===== src/pcs_cfg.svh =====
// pcs_cfg.svh: register offsets, field positions and reset values
`ifndef PCS_CFG_SVH
`define PCS_CFG_SVH

// ==========================================
// register byte offsets
`define PCS_ADDR_W      8
`define PCS_OFF_CAP     8'h00
`define PCS_OFF_PSIZE   8'h04
`define PCS_OFF_WSTART  8'h08
`define PCS_OFF_WSIZE   8'h0C
`define PCS_OFF_WSTAT   8'h10
`define PCS_OFF_WSPAN   8'h14
`define PCS_OFF_PBASE   8'h18
`define PCS_OFF_PENTRY  8'h1C
`define PCS_OFF_PSTAT   8'h20
`define PCS_OFF_PTOTAL  8'h24

// ==========================================
// field positions
`define PCS_BIT_MHOP    7
`define PCS_BIT_PORTAL  8
`define PCS_BIT_ALIGN   9
`define PCS_RSVD_HI     13
`define PCS_RSVD_LO     10
`define PCS_ENTRY_BASE  31
`define PCS_ST_OK       0
`define PCS_ST_HOLE     1
`define PCS_ST_OVF      2
`define PCS_ST_OPEN     3
`define PCS_ST_ORPHAN   4

// ==========================================
// granules: values count 1MB units, 4GB is 2^12 of them
`define PCS_GRAN_4G     12
`define PCS_MIN_SPAN    33'h0_0000_1000
`define PCS_RST_WORD    32'h0000_0000

`endif


===== src/pcs_pkg.sv =====
// pcs_pkg.sv: carrier types and shared arithmetic
package pcs_pkg;

    // ==========================================
    // types
    typedef struct packed {
        logic [7:0]  addr;
        logic [31:0] wdata;
        logic        wr;
        logic        rd;
    } pcs_bus_req_t;

    typedef struct packed {
        logic        ok;
        logic        hole;
        logic        ovf;
        logic [31:0] span;
    } pcs_fit_t;

    // ==========================================
    // smallest power of two not below x, zero for x of zero
    function automatic logic [32:0] pcs_pow2_ceil(input logic [31:0] x);
        logic [32:0] v;
        v = {1'b0, x} - 33'h0_0000_0001;
        for (int i = 1; i < 33; i = i * 2) begin
            v = v | (v >> i);
        end
        return v + 33'h0_0000_0001;
    endfunction : pcs_pow2_ceil

endpackage : pcs_pkg


===== src/pcs_cap_regs.sv =====
// pcs_cap_regs.sv: protocol capability bits and address fit registers
//
// Overview of operation
// - the multi-hop bit at 7 reads 1 only when aggregated groups can forward between each other.
// - the multi-hop bit reads 0 whenever the port bundling capability is 0.
// - the portal bit at 8 reads 1 only when a programmable service portal window exists.
// - with the portal bit at 1 the portal size register is present.
// - with the alignment bit at 9 clear, map windows use 4GB aligned start and end.
// - with the alignment bit set, a window start aligns to its power-of-two size.
// - under power-of-two alignment a window below 4GB counts as 4GB.
// - under power-of-two alignment an odd size rounds up, leaving a hole above.
// - with the alignment bit clear, table base addresses align to 4GB.
// - with the alignment bit set, table bases align to the rounded pool group size.
// - a pool group is a base-capable pool followed by fixed-offset pools.
// - reporting 0 in the alignment bit is the recommended choice.
`timescale 1ns/10ps
`include "pcs_cfg.svh"
module pcs_cap_regs #(
    parameter logic        MULTI_HOP_CAP     = 1'b0,         // forwarding groups
    parameter logic        PORT_BUNDLING_CAP = 1'b0,         // aggregation capable
    parameter logic        PORTAL_CAP        = 1'b0,         // portal present
    parameter logic        ALIGN_MODE        = 1'b0,         // 1: power-of-two
    parameter logic [31:0] PORTAL_SIZE       = 32'h0000_0000 // portal size value
) (
    input  wire logic        clock_in,    // 100 MHz clock
    input  wire logic        sys_rst_in,  // sync reset, high
    input  wire logic        ce_in,       // clock enable
    input  wire logic [7:0]  addr_in,     // byte address
    input  wire logic [31:0] wr_data_in,  // write data
    input  wire logic        wr_in,       // write strobe
    input  wire logic        rd_in,       // read strobe
    output logic      [31:0] rd_data_out, // read data, next cycle
    output logic             win_ok_out,  // window fits rules
    output logic             pool_ok_out  // pool base fits rules
);
    // ==========================================
    // address decode
    function automatic logic pcs_hit(input logic [7:0] a,
                                     input logic [7:0] off);
        return a == off;
    endfunction : pcs_hit

    pcs_pkg::pcs_bus_req_t req;
    assign req.addr  = addr_in;
    assign req.wdata = wr_data_in;
    assign req.wr    = wr_in;
    assign req.rd    = rd_in;

    wire hit_cap    = pcs_hit(req.addr, `PCS_OFF_CAP);
    wire hit_psize  = pcs_hit(req.addr, `PCS_OFF_PSIZE);
    wire hit_wstart = pcs_hit(req.addr, `PCS_OFF_WSTART);
    wire hit_wsize  = pcs_hit(req.addr, `PCS_OFF_WSIZE);
    wire hit_wstat  = pcs_hit(req.addr, `PCS_OFF_WSTAT);
    wire hit_wspan  = pcs_hit(req.addr, `PCS_OFF_WSPAN);
    wire hit_pbase  = pcs_hit(req.addr, `PCS_OFF_PBASE);
    wire hit_pentry = pcs_hit(req.addr, `PCS_OFF_PENTRY);
    wire hit_pstat  = pcs_hit(req.addr, `PCS_OFF_PSTAT);
    wire hit_ptotal = pcs_hit(req.addr, `PCS_OFF_PTOTAL);

    // ==========================================
    // capability word
    // multi-hop is masked by bundling so a bad parameter set cannot leak
    wire       mhop_bit   = MULTI_HOP_CAP & PORT_BUNDLING_CAP;
    wire       portal_bit = PORTAL_CAP;
    wire       align_bit  = ALIGN_MODE;
    wire [31:0] cap_word;
    // reserved field stays zero, the word has no storage at all
    assign cap_word = ({31'h0, mhop_bit}   << `PCS_BIT_MHOP)
                    | ({31'h0, portal_bit} << `PCS_BIT_PORTAL)
                    | ({31'h0, align_bit}  << `PCS_BIT_ALIGN);
    // size register only exists when the portal does
    wire [31:0] psize_word = PORTAL_CAP ? PORTAL_SIZE : `PCS_RST_WORD;

    // ==========================================
    // software-written fit registers
    logic [31:0] win_start;
    logic [31:0] win_size;
    logic [31:0] pool_base;

    wire wr_ok      = ce_in && req.wr;
    wire entry_wr   = wr_ok && hit_pentry;

    // writes to the capability offset fall through untouched
    always_ff @(posedge clock_in) begin
        if (sys_rst_in) begin
            win_start <= `PCS_RST_WORD;
            win_size  <= `PCS_RST_WORD;
            pool_base <= `PCS_RST_WORD;
        end else if (wr_ok) begin
            if (hit_wstart) win_start <= req.wdata;
            if (hit_wsize)  win_size  <= req.wdata;
            if (hit_pbase)  pool_base <= req.wdata;
        end
    end

    // ==========================================
    // checkers
    pcs_pkg::pcs_fit_t win_fit;
    pcs_pkg::pcs_fit_t pool_fit;
    logic [31:0]       pool_total;
    logic              pool_open;
    logic              pool_orphan;

    pcs_win_fit u_win (
        .clock_in   (clock_in),
        .sys_rst_in (sys_rst_in),
        .ce_in      (ce_in),
        .mode_in    (align_bit),
        .start_in   (win_start),
        .size_in    (win_size),
        .fit_out    (win_fit)
    );

    pcs_pool_fit u_pool (
        .clock_in    (clock_in),
        .sys_rst_in  (sys_rst_in),
        .ce_in       (ce_in),
        .mode_in     (align_bit),
        .base_in     (pool_base),
        .entry_wr_in (entry_wr),
        .entry_in    (req.wdata),
        .total_out   (pool_total),
        .open_out    (pool_open),
        .orphan_out  (pool_orphan),
        .fit_out     (pool_fit)
    );

    assign win_ok_out  = win_fit.ok;
    assign pool_ok_out = pool_fit.ok;

    // ==========================================
    // read path
    wire [31:0] wstat_word = {29'h0, win_fit.ovf, win_fit.hole, win_fit.ok};
    wire [31:0] pstat_word = {27'h0, pool_orphan, pool_open,
                              pool_fit.ovf, pool_fit.hole, pool_fit.ok};
    wire [31:0] rd_mux;
    // unmapped offsets answer zero
    assign rd_mux = hit_cap    ? cap_word
                  : hit_psize  ? psize_word
                  : hit_wstart ? win_start
                  : hit_wsize  ? win_size
                  : hit_wstat  ? wstat_word
                  : hit_wspan  ? win_fit.span
                  : hit_pbase  ? pool_base
                  : hit_pstat  ? pstat_word
                  : hit_ptotal ? pool_total
                  : `PCS_RST_WORD;

    // data stands for one enabled cycle only, then zero; a low enable holds it
    always_ff @(posedge clock_in) begin
        if (sys_rst_in) begin
            rd_data_out <= `PCS_RST_WORD;
        end else if (ce_in) begin
            rd_data_out <= req.rd ? rd_mux : `PCS_RST_WORD;
        end
    end

    // ==========================================
    // assertions
    wire [30:0] entry_size = req.wdata[30:0];
    wire        entry_base = req.wdata[`PCS_ENTRY_BASE];
endmodule : pcs_cap_regs


===== src/pcs_pool_fit.sv =====
// pcs_pool_fit.sv: memory pool group tracking and base alignment check
`timescale 1ns/10ps
`include "pcs_cfg.svh"
module pcs_pool_fit (
    input  wire logic             clock_in,    // core clock
    input  wire logic             sys_rst_in,  // sync reset
    input  wire logic             ce_in,       // clock enable
    input  wire logic             mode_in,     // 1: power-of-two
    input  wire logic [31:0]      base_in,     // table base, MB units
    input  wire logic             entry_wr_in, // pool entry strobe
    input  wire logic [31:0]      entry_in,    // cap bit and size
    output logic      [31:0]      total_out,   // group size
    output logic                  open_out,    // group in progress
    output logic                  orphan_out,  // fixed pool, no base
    output pcs_pkg::pcs_fit_t     fit_out      // registered result
);
    // ==========================================
    // group accumulation
    wire                is_base = entry_in[`PCS_ENTRY_BASE];
    wire [32:0]         sum     = {1'b0, total_out}
                                  + {2'b00, entry_in[30:0]};
    wire [31:0]         sat     = sum[32] ? '1 : sum[31:0];
    wire [32:0]         p2      = pcs_pkg::pcs_pow2_ceil(total_out);
    wire [32:0]         msk     = (p2 == 33'h0) ? 33'h0
                                  : p2 - 33'h0_0000_0001;
    pcs_pkg::pcs_fit_t  next_fit;

    // a base-capable pool opens a run, fixed-offset pools extend it
    always_ff @(posedge clock_in) begin
        if (sys_rst_in) begin
            total_out  <= '0;
            open_out   <= 1'b0;
            orphan_out <= 1'b0;
        end else if (ce_in && entry_wr_in) begin
            if (is_base) begin
                total_out  <= {1'b0, entry_in[30:0]};
                open_out   <= 1'b1;
                orphan_out <= 1'b0;
            end else if (open_out) begin
                total_out  <= sat;
            end else begin
                orphan_out <= 1'b1;
            end
        end
    end

    // base alignment per mode, holes above odd sizes
    always_comb begin
        next_fit.ok   = mode_in ? (({1'b0, base_in} & msk) == 33'h0)
                        : (base_in[`PCS_GRAN_4G-1:0] == '0);
        next_fit.hole = mode_in && (p2 != {1'b0, total_out});
        next_fit.ovf  = mode_in && p2[32];
        next_fit.span = mode_in ? p2[31:0] : total_out;
    end

    always_ff @(posedge clock_in) begin
        if (sys_rst_in) begin
            fit_out <= '0;
        end else if (ce_in) begin
            fit_out <= next_fit;
        end
    end
endmodule : pcs_pool_fit


===== src/pcs_win_fit.sv =====
// pcs_win_fit.sv: address map window alignment and rounding check
`timescale 1ns/10ps
`include "pcs_cfg.svh"
module pcs_win_fit (
    input  wire logic             clock_in,   // core clock
    input  wire logic             sys_rst_in, // sync reset
    input  wire logic             ce_in,      // clock enable
    input  wire logic             mode_in,    // 1: power-of-two
    input  wire logic [31:0]      start_in,   // start, MB units
    input  wire logic [31:0]      size_in,    // size, MB units
    output pcs_pkg::pcs_fit_t     fit_out     // registered result
);
    // ==========================================
    // rounding
    wire [32:0]         p2     = pcs_pkg::pcs_pow2_ceil(size_in);
    wire                below_4g = p2 < `PCS_MIN_SPAN;
    wire [32:0]         eff    = below_4g ? `PCS_MIN_SPAN : p2;
    wire [32:0]         msk    = eff - 33'h0_0000_0001;
    wire                al_p2  = ({1'b0, start_in} & msk) == 33'h0;
    wire                al_4g  = (start_in[`PCS_GRAN_4G-1:0] == '0)
                                 && (size_in[`PCS_GRAN_4G-1:0] == '0);
    pcs_pkg::pcs_fit_t  next_fit;

    // space above the real size becomes a hole
    always_comb begin
        next_fit.ok   = mode_in ? al_p2 : al_4g;
        next_fit.hole = mode_in && (eff != {1'b0, size_in});
        next_fit.ovf  = mode_in && eff[32];
        next_fit.span = mode_in ? eff[31:0] : size_in;
    end

    // result follows the registers one cycle later
    always_ff @(posedge clock_in) begin
        if (sys_rst_in) begin
            fit_out <= '0;
        end else if (ce_in) begin
            fit_out <= next_fit;
        end
    end
endmodule : pcs_win_fit


===== config.mk =====
export PLATFORM = sky130hd
export DESIGN_NAME = pcs_cap_regs
export DESIGN_NICKNAME = d
export VERILOG_FILES = /design/src/pcs_pkg.sv /design/src/pcs_cap_regs.sv /design/src/pcs_pool_fit.sv /design/src/pcs_win_fit.sv
export VERILOG_INCLUDE_DIRS = /design/src
export SDC_FILE = /design/constraint.sdc
export NUM_CORES = 1
export LEC_CHECK = 0
export BUFFER_PORTS_ARGS = -buffer_cell sky130_fd_sc_hd__buf_2
export CAP_MARGIN = 10
export CORE_ASPECT_RATIO = 0.75
export CORE_UTILIZATION = 55
export DETAILED_ROUTE_END_ITERATION = 16
export PLACE_DENSITY = 0.78
export RECOVER_POWER = 25
export SLEW_MARGIN = 20
export SYNTH_ARGS = -nofsm -noshare
export SYNTH_HDL_FRONTEND = slang
export SYNTH_SLANG_ARGS = --single-unit

===== constraint.sdc =====
create_clock -name clock_in -period 4.2 [get_ports clock_in]
set_input_delay 0.63 -clock clock_in [delete_from_list [all_inputs] [get_ports clock_in]]
set_output_delay 0.63 -clock clock_in [all_outputs]
set_load 0.05 [all_outputs]

Word-level counts from Yosys, hierarchy flattened
Index checks and enable logic that the tools add are counted.
- bits in registers: 196
- latch bits: 0
- bits in writable memories: 0
- memory bits (read-only): 0
- bits of input ports: 45
- memories kept: 0
- $add $sub $neg: 1
- multipliers: 0
- divide/modulo/power cells: 0
- magnitude comparators: 0
- eq/ne operators: 10
- shifts and indexed selects: 0
- muxes and demuxes: 15
- bitwise logic cells: 0
- reductions and logical operators: 15
- operators with widths (operator ; number):
    32-bit 2-to-1 mux ; 13
    12-bit zero test ; 3
    32-bit by 31-bit adder with 33-bit output ; 1
    8-bit by 5-bit equality test with 1-bit output (second input constant) ; 4
    8-bit by 4-bit equality test with 1-bit output (second input constant) ; 2
    8-bit by 6-bit equality test with 1-bit output (second input constant) ; 2
    2-bit AND reduction ; 6
    8-bit by 3-bit equality test with 1-bit output (second input constant) ; 1
    8-bit zero test ; 1
    1-bit logical AND ; 4
    1-bit 2-to-1 mux ; 2
    2-bit != test (second input constant) ; 1
    2-bit nonzero test ; 1

Longest topological paths before layout
- word-level depth: 11
- depth in mapped cells: 12
- mapped depth without buffers: 11

Modules after synthesis
A second synthesis with hierarchy kept.
- cells, all modules: 2379
- area, all modules: 18127.4 µm²
- by module, submodules not included (module ; instances ; cells an instance ; area each (µm²) ; sequential area each (µm²)):
    pcs_pool_fit ; 1 ; 1017 ; 7783.7 ; 1381.3
    pcs_cap_regs ; 1 ; 768 ; 5950.7 ; 2562.5
    pcs_win_fit ; 1 ; 594 ; 4393.0 ; 700.7

Worst setup path before layout
No wires, ideal clock.
- path kind: input port to flip-flop
- from: in wr_data_in[0]
- to: reg u_pool.total_out[22]
- setup time: 138 ps
- data arrival time: 2934 ps
- data required time: 4062 ps
- path slack: 1127 ps
- stages on the path: 12
- path through: ha_1 -> fa_1 -> a21o_1 -> nand4_2 -> a211oi_2 -> o31a_2 -> a21o_4 -> a21oi_4 -> a221oi_4 -> buf_6 -> a2111oi_2 -> o31ai_2
- cells in the longest elaborated chain, start to end: 4
- ends and longest elaborated chain (what ; line ; text):
    start: declaration ; pcs_cap_regs.sv:29 ; input wire logic [31:0] wr_data_in,
    32-bit by 31-bit adder with 33-bit output ; pcs_pool_fit.sv:21 ; + {2'b00, entry_in[30:0]};
    32-bit 2-to-1 mux ; pcs_pool_fit.sv:22 ; wire [31:0] sat = sum[32] ? '1 : sum[31:0];
    32-bit 2-to-1 mux ; pcs_pool_fit.sv:39 ; end else if (open_out) begin
    32-bit 2-to-1 mux ; pcs_pool_fit.sv:35 ; if (is_base) begin
    end signal: assignment ; pcs_pool_fit.sv:36 ; total_out <= {1'b0, entry_in[30:0]};
    end signal: assignment ; pcs_pool_fit.sv:40 ; total_out <= sat;
    end: declaration ; pcs_pool_fit.sv:12 ; output logic [31:0] total_out,
No other way between the ends. The select of a mux whose other input is x is not followed.
A chain may end at the register's enable or synchronous reset.

Final worst setup path
- from: in sys_rst_in
- to: reg u_win.fit_out[0] (netlist bit)
- RTL lines (what ; line ; text):
    start: declaration ; pcs_cap_regs.sv:26 ; input wire logic sys_rst_in,
    end signal: assignment ; pcs_win_fit.sv:37 ; fit_out <= next_fit;
    end: declaration ; pcs_win_fit.sv:11 ; output pcs_pkg::pcs_fit_t fit_out
No word-level cell between the ends.

==> impl_metrics.json <==
{
  "hold_buffers": 0,
  "maxCapViolations": 1,
  "violations": "max-capacitance violations, max-slew violations",
  "finalMaxSlewViolations": 136,
  "dieArea_um2": 18380,
  "crit_slowest_cell": "clkbuf_2",
  "synthArstFlopShare_pct": 0,
  "crit_family": "buffers and inverters",
  "synth_area_leaders": "dfxtp_1 (40%), nand2_1 (11%), a21oi_1 (8.6%), nor2_1 (5.5%), a22oi_1 (4.6%)",
  "yosys.area.top_type": "dfxtp_1",
  "final_area_um2": 10900,
  "ios": 79,
  "path_cells": "clkbuf_2 -> clkbuf_2 -> nor2_1",
  "powerDensity_nw_per_um2": 345.4,
  "ys.warnings.count": 0,
  "grt_use_total_pct": 29.88,
  "p_leak_nw": 4.226,
  "grt-ovfl-total": 0,
  "rsz0062_at_grt": "no",
  "cts_resized": 0,
  "cts_buffers": 17,
  "worst_pin_slew_ns": 2.660,
  "antenna_found_initial": 0,
  "die_w_um": 156.2,
  "clk_latency_ns": 0.44,
  "relSlewSlack_pct": -77.34,
  "coreArea_um2": 17130,
  "path_common_cell": "clkbuf_2",
  "placement_rows": 41,
  "cts_setup_buffers": 0,
  "dr.pass1.iters": 5,
  "cts_tree": "done",
  "cts_root_buffer": "clkbuf_16",
  "skew_ns": 0.008271,
  "status": "finished, violations left",
  "fillers": 1565,
  "grt_pass1_wl_mm": 42.95,
  "post_drt_wl_per_cell_um": 17.84,
  "instances_no_fill": 1540,
  "min_period_ns": 3.206,
  "hpwlAfterDp_mm": 19.13,
  "drtIter0Drc": 1174,
  "irDropWorstVdd_mv": 0.2071,
  "drc": 0,
  "power.total_mw": 3.766,
  "cts_max_path_buffers": 2,
  "ant_nets": 0,
  "initial_utilization_pct": 57.24,
  "synth-main-ff-cell": "dfxtp_1",
  "ys_types": 63,
  "required_ns": 4.42,
  "dpl.cell_count": 1508,
  "ys_seq_elements": 196,
  "drive_above_1_share_pct": 10.74,
  "cp_max_fo": 135,
  "die_height_um": 117.7,
  "critical_path_class": "input pin to register",
  "fmax_ghz": 0.3119,
  "hold_violations": 0,
  "timing.hold.ws_ns": 0.4576,
  "max_stage_delay_ns": 1.94,
  "placedInstanceArea_um2": 10360,
  "gp_congestion": 0.9367,
  "tns_ns": 0,
  "final.setup.worst_slack_ns": 0.9935,
  "path_clk_slew_ns": 0.08,
  "grt_max_degree": 136,
  "clock-sinks": 196,
  "avgSynthCellArea_um2": 7.815,
  "h-tree-depth": 4,
  "worstSetupEndpointType": "register",
  "synthCells": 1255,
  "syn_area_um2": 9808,
  "path_buf_inv": 2,
  "diodes": 0,
  "via_count": 9196,
  "totalWireLength_mm": 27.48,
  "worstPathArrival_ns": 3.42,
  "synth_enable_flop_cells": 0,
  "syn-num-nets": 1332,
  "setup_viol": 0,
  "port_buffers": 78,
  "dp_slack_ns": 0.6856,
  "synth_top_area_share_pct": 40.01,
  "synth-seq-area-share_pct": 40.01,
  "final_core_util_pct": 63.63,
  "viasPerCell": 5.971,
  "layout_commonest_cell": "nand2_1",
  "nNetsFinal": 1368,
  "final_cell_mix": "nand2_1 (278), dfxtp_1 (196), a21oi_1 (168), nor2_1 (138), a22oi_1 (60)",
  "area_growth_pct": 11.16,
  "finalCritPeriodShare_pct": 76.34,
  "hold_path_class": "register to register",
  "first_global_vias": 7874,
  "startpoint_type": "input pin"
}
-- worst min-delay path, cell delays in order, from the launching register on --
cell     delay (ns)
dfxtp_1        0.31
nand2_1        0.05
a21oi_1        0.05
-- sequential cells by signal, summed over array words and instances, names as in the netlist --
name	count
pool_base	32
u_pool.fit_out	1
win_size	32
u_pool.open_out	1
rd_data_out	32
u_pool.orphan_out	1
u_pool.total_out	32
u_win.fit_out	33
win_start	32
-- layout make-up --
class / count / area [um^2] / area share, %
Sequential cell: 196 / 3924 / 35.99
Clock buffer: 18 / 439.2 / 4.028
Clock inverter: 14 / 166.4 / 1.526
Tap cell: 236 / 295.3 / 2.708
Multi-Input combinational cell: 968 / 5547 / 50.87
Inverter: 10 / 37.54 / 0.3443
Timing Repair Buffer: 98 / 494.2 / 4.533
-- Yosys cell counts, types with 2 or more instances --
master and instances:
o211ai_1 3, buf_6 2, o31ai_1 9, o221ai_1 3, nor2_1 143, a22oi_1 60
nor3_1 12, nor4_1 9, inv_1 10, o21a_1 5, ha_1 31, nor2b_1 33
nand3_1 40, a211oi_2 2, nand2_1 278, nand4_1 4, dfxtp_1 196, clkbuf_1 74
o21bai_1 4, xor2_1 13, nand2b_1 5, mux2i_1 32, a221oi_1 2, o21ai_0 16
and3_1 6, a21o_1 16, o21ai_1 2, xnor2_1 11, buf_1 3, o31ai_2 22
a21oi_1 168, mux2_2 2, a31oi_1 4, a211oi_1 5, or3_1 2
-- worst paths after layout --
check | start | end | slack (ns) | depth (start not counted)
setup reg to reg | u_pool.total_out[0] | u_pool.total_out[23] | 1.00 | 12
hold reg to reg | win_start[25] | win_start[25] | 0.46 | 2
hold / removal | win_start[25] | win_start[25] | 0.46 | 2
setup / recovery | sys_rst_in | u_win.fit_out[0] | 0.99 | 3
-- power by group --
group	leakage (nW)	total (mW)	switching [mW]	internal (mW)
Clock	0.293	1.67	0.804	0.867
Sequential	1.58	1.86	0.00214	1.86
Combinational	2.35	0.234	0.169	0.0656
-- per-layer routing --
metal	global-route usage (%)	share of wire (%)	up-vias
met5	0	0	-
met4	5.270	0.62	0
met3	6.112	10	24
met2	39.56	40	449
met1	48.63	49	4288
li1	-	-	4435
-- logic make-up (layout without fill, tap and decap cells) --
group                    after synthesis  in the layout  synth area share, %
flip-flops                           196            196                40.01
adder cells (fa/ha/maj)               32             32                4.159
buffers and inverters                 91            140                3.687
XOR/XNOR                              24             24                2.143
AO/OA/AOI/OAI                        336            336                23.09
multiplexers                          34             34                3.495
AND/OR/NAND/NOR                      542            542                23.42
Power figures use the tool's default switching activity.
